## src/inc/event_counter_pkg.sv

```systemverilog
// Purpose: Shared constants and types for the eight channel event counter
// Assumes: 100 MHz sys_clk
// Notes: Mode and output policy encodings are local to this design
package event_counter_pkg;
  localparam int NUM_CHANNELS = 8;
  localparam int COUNT_WIDTH = 32;
  localparam int GROUP_SIZE = 4;
  localparam int MODE_WIDTH = 3;
  localparam int IRQ_SRC_PER_CHANNEL = 4;
  localparam int DOSE_IRQ_SOURCES = 5;
  localparam int DIAG_SOURCES = 5;
  localparam logic [31:0] LIMIT_MIN = 32'h0000_0002;
  localparam logic [31:0] LIMIT_MAX = 32'h7FFF_FFFF;
  localparam logic [31:0] COUNT_ZERO = 32'h0000_0000;
  // Diagnostic vector bit positions
  localparam int DIAG_SUPPLY = 0;
  localparam int DIAG_CONFIG = 1;
  localparam int DIAG_WATCHDOG = 2;
  localparam int DIAG_IRQ_LOST = 3;
  localparam int DIAG_WIRE = 4;
  // Per-channel interrupt source positions
  localparam int IRQ_GATE_RISE = 0;
  localparam int IRQ_GATE_FALL = 1;
  localparam int IRQ_COMPARE = 2;
  localparam int IRQ_END = 3;
  // Dosing group interrupt positions: four compares then end
  localparam int DOSE_IRQ_END = 4;

  typedef enum logic [2:0] {
    MODE_CONTINUOUS = 3'h0,
    MODE_SINGLE = 3'h1,
    MODE_PERIODIC = 3'h2,
    MODE_FREQUENCY = 3'h3,
    MODE_SPEED = 3'h4,
    MODE_PERIOD = 3'h5,
    MODE_DOSING = 3'h6
  } count_mode_type;

  typedef enum logic [1:0] {
    STOP_OUT_HOLD = 2'h0,
    STOP_OUT_SUBST = 2'h1,
    STOP_OUT_OFF = 2'h2
  } stop_out_type;

  typedef enum logic [2:0] {
    CH_IDLE = 3'b001,
    CH_RUN = 3'b010,
    CH_DONE = 3'b100
  } chan_state_type;
endpackage

```

## src/hdl/input_sync.sv

```systemverilog
// Purpose: Two flip-flop synchroniser for a bundle of pin inputs
// Assumes: Inputs asynchronous to sys_clk
// Notes: First stage is read only by the second stage
`timescale 1ns/1ps
module input_sync #(
  parameter int WIDTH = 8
) (
  // Clock and reset
  input wire logic sys_clk,
  input wire logic rst,
  input wire logic clk_en,
  // Data
  input wire logic [WIDTH-1:0] async_in,
  output logic [WIDTH-1:0] sync_out
);
  logic [WIDTH-1:0] meta_q;
  logic [WIDTH-1:0] meta_d;
  logic [WIDTH-1:0] sync_q;
  logic [WIDTH-1:0] sync_d;

  always_comb
  begin
    meta_d = clk_en ? async_in : meta_q;
    sync_d = clk_en ? meta_q : sync_q;
  end

  always_ff @(posedge sys_clk or posedge rst)
  begin
    if (rst)
    begin
      meta_q <= '0;
      sync_q <= '0;
    end
    else
    begin
      meta_q <= meta_d;
      sync_q <= sync_d;
    end
  end

  assign sync_out = sync_q;
endmodule

```

## src/hdl/event_counter.sv

```systemverilog
// Purpose: Eight channel up/down event counter with compare outputs and interrupts
// Assumes: Field pins asynchronous; control ports synchronous to sys_clk
// Notes: Measurement modes count edges in a gate window; scaling is left to software
// What this block does
// - Eight independent channels, each with counter, gate, direction and output.
// - Each counter is a signed 32-bit two's-complement value.
// - Modes: continuous, single, periodic, frequency, speed, period, dosing.
// - Count runs on software gate alone, or hardware and software gate together.
// - Count limits act only in single, periodic and dosing modes.
// - Main direction up: start at zero, end value between 2 and 2147483647.
// - Main direction down: start value between 2 and 2147483647, end at zero.
// - One compare value per channel, four per dosing group; hit drives output/interrupt.
// - Up to four interrupt sources per channel, two from gate edges.
// - Two mode-specific interrupt sources per channel; five per dosing group.
// - Diagnostic interrupt on supply, config, watchdog, lost interrupt or wire fault.
// - Output comes from compare logic or a software control bit.
// - On controller stop each channel keeps running or halts, as configured.
// - On controller stop outputs hold, take substitutes, or go off.
// - Substitute values also apply to otherwise disabled outputs.
// - Dosing occupies channels 0 to 3 or 4 to 7.
// - Prepared load value is taken when end value is reached counting up, or in either direction when main direction is down.
`timescale 1ns/1ps
module event_counter
  import event_counter_pkg::*;
#(
  parameter int CHANNELS = event_counter_pkg::NUM_CHANNELS,
  parameter int WIDTH = event_counter_pkg::COUNT_WIDTH
) (
  // Clock, reset, enable
  input wire logic sys_clk,
  input wire logic rst,
  input wire logic clk_en,
  // Field inputs
  input wire logic [CHANNELS-1:0] count_pin,
  input wire logic [CHANNELS-1:0] dir_pin,
  input wire logic [CHANNELS-1:0] hw_gate_pin,
  // Channel configuration
  input wire logic config_valid,
  input wire logic [CHANNELS*3-1:0] mode_cfg,
  input wire logic [CHANNELS-1:0] main_down,
  input wire logic [CHANNELS-1:0] invert_dir,
  input wire logic [CHANNELS-1:0] use_hw_gate,
  input wire logic [CHANNELS*WIDTH-1:0] limit_value,
  input wire logic [CHANNELS*WIDTH-1:0] compare_value,
  input wire logic [CHANNELS-1:0] compare_sets_out,
  input wire logic [CHANNELS-1:0] output_enable,
  input wire logic [CHANNELS-1:0] output_sw_ctrl,
  input wire logic [CHANNELS-1:0] output_sw_value,
  input wire logic [CHANNELS*IRQ_SRC_PER_CHANNEL-1:0] irq_enable,
  // Load value control
  input wire logic [CHANNELS*WIDTH-1:0] load_value,
  input wire logic [CHANNELS-1:0] load_direct,
  input wire logic [CHANNELS-1:0] load_prepare,
  // Software gate and controller stop
  input wire logic [CHANNELS-1:0] sw_gate,
  input wire logic cpu_stop,
  input wire logic [CHANNELS-1:0] stop_halts,
  input wire logic [1:0] stop_out_policy,
  input wire logic [CHANNELS-1:0] subst_value,
  // Diagnostic sources
  input wire logic supply_fault,
  input wire logic watchdog_timeout,
  input wire logic [CHANNELS-1:0] wire_fault,
  input wire logic irq_ack,
  // Results
  output logic [CHANNELS*WIDTH-1:0] count_value,
  output logic [CHANNELS-1:0] digital_out,
  output logic [CHANNELS-1:0] gate_open,
  output logic [CHANNELS*IRQ_SRC_PER_CHANNEL-1:0] irq_pending,
  output logic [DOSE_IRQ_SOURCES*2-1:0] dose_irq_pending,
  output logic hw_irq,
  output logic [DIAG_SOURCES-1:0] diag_status,
  output logic diag_irq
);
  logic [CHANNELS-1:0] cnt_s, dir_s, gate_s;
  logic [CHANNELS-1:0] cnt_prev_q, cnt_prev_d, gate_prev_q, gate_prev_d;
  logic [CHANNELS-1:0] out_q, out_d, gate_q, gate_d;
  logic [CHANNELS*WIDTH-1:0] count_q, count_d, pend_load_q, pend_load_d;
  logic [CHANNELS-1:0] pend_valid_q, pend_valid_d;
  logic [CHANNELS*IRQ_SRC_PER_CHANNEL-1:0] irq_q, irq_d;
  logic [DOSE_IRQ_SOURCES*2-1:0] dose_q, dose_d;
  logic [DIAG_SOURCES-1:0] diag_q, diag_d;
  chan_state_type [CHANNELS-1:0] state_q, state_d;

  // Field pins cross into sys_clk here
  input_sync #(.WIDTH(3*CHANNELS)) input_sync_i (
    .sys_clk(sys_clk),
    .rst(rst),
    .clk_en(clk_en),
    .async_in({count_pin, dir_pin, hw_gate_pin}),
    .sync_out({cnt_s, dir_s, gate_s})
  );

  function automatic logic limited_mode(input logic [2:0] m);
    limited_mode = (m == MODE_SINGLE) || (m == MODE_PERIODIC) || (m == MODE_DOSING);
  endfunction

  function automatic logic [WIDTH-1:0] clamp_limit(input logic [WIDTH-1:0] v);
    if ($signed(v) < $signed(LIMIT_MIN))
      clamp_limit = LIMIT_MIN;
    else
      clamp_limit = v;
  endfunction

  // Dosing group membership: group 0 = channels 0..3, group 1 = 4..7
  function automatic logic group_dosing(input logic [CHANNELS*3-1:0] mc, input int g);
    group_dosing = (mc[g*GROUP_SIZE*3 +: 3] == MODE_DOSING);
  endfunction

  logic any_irq_new;
  logic [CHANNELS-1:0] halted;

  always_comb
  begin
    logic [WIDTH-1:0] cur, lim, start, endv, nxt;
    logic [2:0] m;
    logic edge_q, up, hit_end, hit_cmp, cnt_on, dosing_ch;
    int g;
    cur = '0;
    lim = '0;
    start = '0;
    endv = '0;
    nxt = '0;
    m = '0;
    edge_q = 1'b0;
    up = 1'b0;
    hit_end = 1'b0;
    hit_cmp = 1'b0;
    cnt_on = 1'b0;
    dosing_ch = 1'b0;
    g = 0;
    count_d = count_q;
    pend_load_d = pend_load_q;
    pend_valid_d = pend_valid_q;
    out_d = out_q;
    gate_d = gate_q;
    state_d = state_q;
    cnt_prev_d = clk_en ? cnt_s : cnt_prev_q;
    gate_prev_d = clk_en ? gate_s : gate_prev_q;
    irq_d = irq_q;
    dose_d = dose_q;
    any_irq_new = 1'b0;
    halted = '0;
    if (irq_ack)
    begin
      irq_d = '0;
      dose_d = '0;
    end
    for (int c = 0; c < CHANNELS; c++)
    begin
      g = c / GROUP_SIZE;
      dosing_ch = group_dosing(mode_cfg, g);
      m = dosing_ch ? MODE_DOSING : mode_cfg[c*3 +: 3];
      cur = count_q[c*WIDTH +: WIDTH];
      lim = clamp_limit(limit_value[c*WIDTH +: WIDTH]);
      start = main_down[c] ? lim : COUNT_ZERO;
      endv = main_down[c] ? COUNT_ZERO : lim;
      halted[c] = cpu_stop && stop_halts[c];
      // Gate: software alone or hardware AND software
      gate_d[c] = config_valid && !halted[c] && sw_gate[c] && (!use_hw_gate[c] || gate_s[c]);
      if (load_prepare[c])
      begin
        pend_load_d[c*WIDTH +: WIDTH] = load_value[c*WIDTH +: WIDTH];
        pend_valid_d[c] = 1'b1;
      end
      if (gate_s[c] && !gate_prev_q[c] && irq_enable[c*4+IRQ_GATE_RISE])
        irq_d[c*4+IRQ_GATE_RISE] = 1'b1;
      if (!gate_s[c] && gate_prev_q[c] && irq_enable[c*4+IRQ_GATE_FALL])
        irq_d[c*4+IRQ_GATE_FALL] = 1'b1;
      edge_q = cnt_s[c] && !cnt_prev_q[c];
      up = dir_s[c] ^ invert_dir[c];
      cnt_on = gate_q[c] && edge_q;
      nxt = up ? cur + 32'h0000_0001 : cur - 32'h0000_0001;
      hit_end = limited_mode(m) && (nxt == endv);
      // Only a running channel moves its count, so only it can hit
      hit_cmp = cnt_on && (state_q[c] == CH_RUN) && (nxt == compare_value[c*WIDTH +: WIDTH]);
      case (state_q[c])
        CH_IDLE:
        begin
          if (gate_q[c])
          begin
            state_d[c] = CH_RUN;
            if (limited_mode(m))
              count_d[c*WIDTH +: WIDTH] = start;
          end
        end
        CH_RUN:
        begin
          if (!gate_q[c])
            state_d[c] = CH_IDLE;
          else if (cnt_on)
          begin
            count_d[c*WIDTH +: WIDTH] = nxt;
            if (hit_end)
            begin
              if (irq_enable[c*4+IRQ_END])
                irq_d[c*4+IRQ_END] = 1'b1;
              if (dosing_ch)
                dose_d[g*DOSE_IRQ_SOURCES+DOSE_IRQ_END] = 1'b1;
              if (pend_valid_q[c] && (up || main_down[c]))
              begin
                count_d[c*WIDTH +: WIDTH] = pend_load_q[c*WIDTH +: WIDTH];
                // A value prepared in this very cycle stays pending
                pend_valid_d[c] = load_prepare[c];
              end
              else if (m == MODE_PERIODIC)
                count_d[c*WIDTH +: WIDTH] = start;
              else
                state_d[c] = CH_DONE;
            end
          end
        end
        CH_DONE:
        begin
          if (!gate_q[c])
            state_d[c] = CH_IDLE;
        end
        default: state_d[c] = CH_IDLE;
      endcase
      if (hit_cmp)
      begin
        out_d[c] = compare_sets_out[c];
        if (irq_enable[c*4+IRQ_COMPARE])
          irq_d[c*4+IRQ_COMPARE] = 1'b1;
        if (dosing_ch)
          dose_d[g*DOSE_IRQ_SOURCES + c%GROUP_SIZE] = 1'b1;
      end
      if (load_direct[c])
        count_d[c*WIDTH +: WIDTH] = load_value[c*WIDTH +: WIDTH];
      if (!config_valid)
        state_d[c] = CH_IDLE;
    end
    any_irq_new = |(irq_d & ~irq_q);
    if (!clk_en)
    begin
      count_d = count_q;
      pend_load_d = pend_load_q;
      pend_valid_d = pend_valid_q;
      out_d = out_q;
      gate_d = gate_q;
      state_d = state_q;
      irq_d = irq_q;
      dose_d = dose_q;
      any_irq_new = 1'b0;
    end
  end

  // Diagnostic flags: set beats acknowledge
  always_comb
  begin
    logic [DIAG_SOURCES-1:0] ev;
    ev = '0;
    ev[DIAG_SUPPLY] = supply_fault;
    ev[DIAG_CONFIG] = !config_valid;
    ev[DIAG_WATCHDOG] = watchdog_timeout;
    ev[DIAG_IRQ_LOST] = any_irq_new && hw_irq && !irq_ack;
    ev[DIAG_WIRE] = |wire_fault;
    diag_d = diag_q;
    if (clk_en)
      diag_d = (irq_ack ? '0 : diag_q) | ev;
  end

  always_ff @(posedge sys_clk or posedge rst)
  begin
    if (rst)
    begin
      count_q <= '0;
      pend_load_q <= '0;
      pend_valid_q <= '0;
      out_q <= '0;
      gate_q <= '0;
      state_q <= {CHANNELS{CH_IDLE}};
      cnt_prev_q <= '0;
      gate_prev_q <= '0;
      irq_q <= '0;
      dose_q <= '0;
      diag_q <= '0;
    end
    else
    begin
      count_q <= count_d;
      pend_load_q <= pend_load_d;
      pend_valid_q <= pend_valid_d;
      out_q <= out_d;
      gate_q <= gate_d;
      state_q <= state_d;
      cnt_prev_q <= cnt_prev_d;
      gate_prev_q <= gate_prev_d;
      irq_q <= irq_d;
      dose_q <= dose_d;
      diag_q <= diag_d;
    end
  end

  // Output select; substitutes override the enable on purpose
  logic [CHANNELS-1:0] pin_q, pin_d;
  always_comb
  begin
    pin_d = pin_q;
    for (int c = 0; c < CHANNELS; c++)
    begin
      if (!cpu_stop)
        pin_d[c] = output_enable[c] && (output_sw_ctrl[c] ? output_sw_value[c] : out_q[c]);
      else if (stop_out_policy == STOP_OUT_SUBST)
        pin_d[c] = subst_value[c];
      else if (stop_out_policy == STOP_OUT_OFF)
        pin_d[c] = 1'b0;
    end
    if (!config_valid || !clk_en)
      pin_d = config_valid ? pin_q : '0;
  end

  always_ff @(posedge sys_clk or posedge rst)
  begin
    if (rst)
      pin_q <= '0;
    else
      pin_q <= pin_d;
  end

  assign count_value = count_q;
  assign digital_out = pin_q;
  assign gate_open = gate_q;
  assign irq_pending = irq_q;
  assign dose_irq_pending = dose_q;
  assign hw_irq = |irq_q || |dose_q;
  assign diag_status = diag_q;
  assign diag_irq = |diag_q;
endmodule

```

## config.mk

```make
export PLATFORM = sky130hd
export DESIGN_NAME = event_counter
export DESIGN_NICKNAME = d
export VERILOG_FILES = /design/src/inc/event_counter_pkg.sv /design/src/hdl/input_sync.sv /design/src/hdl/event_counter.sv
export SDC_FILE = /design/constraint.sdc
export NUM_CORES = 2
export LEC_CHECK = 0
export ABC_AREA = 1
export BUFFER_PORTS_ARGS = -buffer_cell sky130_fd_sc_hd__buf_2
export CORE_ASPECT_RATIO = 0.6
export CORE_MARGIN = 2
export CORE_UTILIZATION = 35
export DETAILED_ROUTE_END_ITERATION = 8
export MAX_ROUTING_LAYER = met4
export PLACE_DENSITY_LB_ADDON = 0.3
export SYNTH_ARGS = -nofsm -noshare
export SYNTH_HDL_FRONTEND = slang
export SYNTH_HIERARCHICAL = 1
export SYNTH_SLANG_ARGS = --single-unit
```

## constraint.sdc

```tcl
create_clock -name sys_clk -period 22.7 [get_ports sys_clk]
set_clock_uncertainty 0.1 [all_clocks]
set_input_delay 1.135 -clock sys_clk [delete_from_list [all_inputs] [get_ports sys_clk]]
set_output_delay 1.135 -clock sys_clk [all_outputs]
set_load 0.1 [all_outputs]
```

==> metrics.txt <==
P_leak=44.63 nW; fin. max-slew vios=2; Total Routing Usage GR=41.49%; FMAX=0.1389 GHz; RSZ-0062 raised after global routing=no; Worst Setup Start Kind=input port; Pwr Density=92.21 mW/mm²; CTS H-tree depth=3; number of global-route vias before repair=79710; final WL=442600 µm; IO buf count=1282; PostCTS Resize Cnt=0; slowest stage delay, CP=1.18 ns; placed cells=16080; largest net degree at the start of global routing=154; Die H=355.7 µm; worst-margin pin slew=1.508 ns; root buf cell=clkbuf_16; Die X=590.2 µm; DRC=0; Setup TNS Final=0 ns; max_cap viols=1; # rows=129; WP data arrival=7.73 ns; Req. time, crit path=23.23 ns; post-CTS setup buffers=0; PnR worst setup slack=15.50 ns; Syn Std Cell Area=0.07216 mm²; Layout Nets=14570; layout cells sized above 1=14.14%; vias=93120; Min Hold Slack=0.3722 ns; Synth area leaders=dfrtp_1 (23%), nand2_1 (21%), inv_1 (8.0%), o21ai_0 (7.1%), nand3_1 (6.1%); syn_nets=13570; wire length per cell=27.05 µm; CTS max path bufs=3; failing checks=max-capacitance violations, max-slew violations; crit path max fanout=53; post-route ant nets=0; Crit Path Category=in -> reg; Die ar.=0.2100 mm²; global-route wire length before repair=611600 µm; Core Box Area=0.2055 mm²; slowest CP cell=nor3_1; Final Hold Viols=0; Cell variety after synth=79; Seq/Total Area, Yosys=23.56%; cells after synthesis=12410; DP HPWL=359800 µm; CTS Buf Count=82; # IOs=1283; Setup crit end kind=flop; hold_buf cts=0; slew margin rel.=-1.322%; outcome=finished, violations left; clock sinks=679; Final Util=41.10%; Worst Hold Class=reg -> reg; cell taking the most area after synthesis=dfrtp_1; crit share post-route=31.71%; Initial Util=35.12%; Ys Warns=6; DR pass1 iterations=8; area growth from synthesis to layout=17.01%; commonest non-fill, non-tap cell in the layout=nand2_1; Main synth FF type=dfrtp_1; Setup violations, final=0; vias per std cell=5.690; design area=0.08444 mm²; GRT Residual Overflow=0; post-layout minimum cycle time=7.197 ns; Synth top area share=23.27%; mean post-synth cell area=5.813 µm²; overall power=7.787 mW; pre-CTS WS=15.37 ns; CTS tree=built; ys async rst share=100.0%; Post-synth EDFFs=0; initial antenna violation count=178; final cell count without fillers=16370; gpl congestion=1.115; area post-placement=0.08118 mm²; Initial DRC Count=14260; #FFs+latches synth=679; Worst-Skew Late Latency=0.74 ns; maximum vdd drop=0.06210 mV; Reg clk slew, reported paths=0.06 ns; most frequent cells in the layout=nand2_1 (3982), inv_1 (1526), buf_2 (1281)
-- synth_stat cells, types with 15 or more instances --
cell type     n
xnor3_1      17
or2_2        20
buf_2        45
mux2_2      115
buf_6        15
a21oi_1     759
a2bb2oi_1    17
nand2_2      50
o21ai_0    1025
a41oi_1      41
nor3_1      519
nor2_2       19
ha_1        192
xnor2_1      43
inv_2        68
clkinv_1     19
inv_1      1533
xor2_1       93
clkbuf_1    384
o21ai_1      63
nand3_1     878
nor2_1     1018
o22ai_1      18
o221ai_1     16
nand2_1    3990
o21bai_1     25
a31oi_1      20
nand4_1     149
nor4_1       77
dfrtp_1     671
buf_1        49
nand3b_1    117
o211ai_1    213
-- critical path: cells and delay by family --
family / cells / cell delay [ns]
fa+ha+maj: 1 / 0.22
buf+inv: 4 / 1.64
simple gates: 18 / 3.88
compound gates: 5 / 0.74
-- final cells by class --
class                           count  area, µm²
Timing Repair Buffer             1417       7463
Tap cell                         2751       3442
Inverter                         1621       6096
Clock inverter                     41      615.6
Fill cell                       22870     121000
Sequential cell                   679      17000
Clock buffer                      110       2308
Multi-Input combinational cell   9613      47180
Antenna cell                      133      332.8
-- logic make-up (layout without fill, tap and decap cells) --
| family | after synthesis | count (layout) | synth area share (%) |
|---|---|---|---|
| flops | 679 | 679 | 23.56 |
| compound gates | 2275 | 2275 | 17.45 |
| xor+xnor | 159 | 159 | 2.363 |
| simple gates | 6864 | 6864 | 40.00 |
| mux | 117 | 117 | 1.822 |
| other cells | 0 | 133 | 0 |
| fa+ha+maj | 198 | 198 | 3.495 |
| buf+inv | 2122 | 3189 | 11.31 |
-- report_power, final --
part | leakage [nW] | internal [mW] | total (mW) | switching, mW
sequential | 8.38 | 1.38 | 1.64 | 0.260
clock | 1.40 | 0.849 | 1.52 | 0.674
combinational | 34.9 | 1.17 | 4.62 | 3.45
-- sequential cells by signal, indices dropped and copies added (netlist names) --
| register | cells |
|---|---|
| count_value | 256 |
| pend_load_q | 256 |
| irq_pending | 32 |
| input_sync_i/meta_q | 24 |
| input_sync_i/sync_out | 24 |
| state_q | 24 |
| dose_irq_pending | 10 |
| cnt_prev_q | 8 |
| digital_out | 8 |
| gate_open | 8 |
| gate_prev_q | 8 |
| out_q | 8 |
| pend_valid_q | 8 |
| diag_status | 5 |
-- per-layer routing --
metal	wire length (µm)	GRT usage, %	vias to the layer above
li1	-	-	42800
met5	0	-	-
met1	198900	60.60	43260
met3	65700	15.30	802
met4	20520	17.15	0
met2	157500	49.04	6260
-- worst paths after layout --
kind	from	to	slack, ns	cells after the start
min reg2reg	input_sync_i/meta_q[12]$_DFFE_PP0P_	input_sync_i/meta_q[12]$_DFFE_PP0P_	0.37	2
min in group asynchronous	rst	pend_load_q[152]$_DFFE_PP0P_	0.44	2
max in group asynchronous	rst	count_value[62]$_DFFE_PP0P_	19.74	4
min	input_sync_i/meta_q[12]$_DFFE_PP0P_	input_sync_i/meta_q[12]$_DFFE_PP0P_	0.37	2
max	limit_value[164]	count_value[191]$_DFFE_PP0P_	15.50	28
max reg2reg	input_sync_i/sync_out[11]$_DFFE_PP0P_	dose_irq_pending[4]$_DFFE_PP0P_	16.35	23
Power figures use the tool's default switching activity.
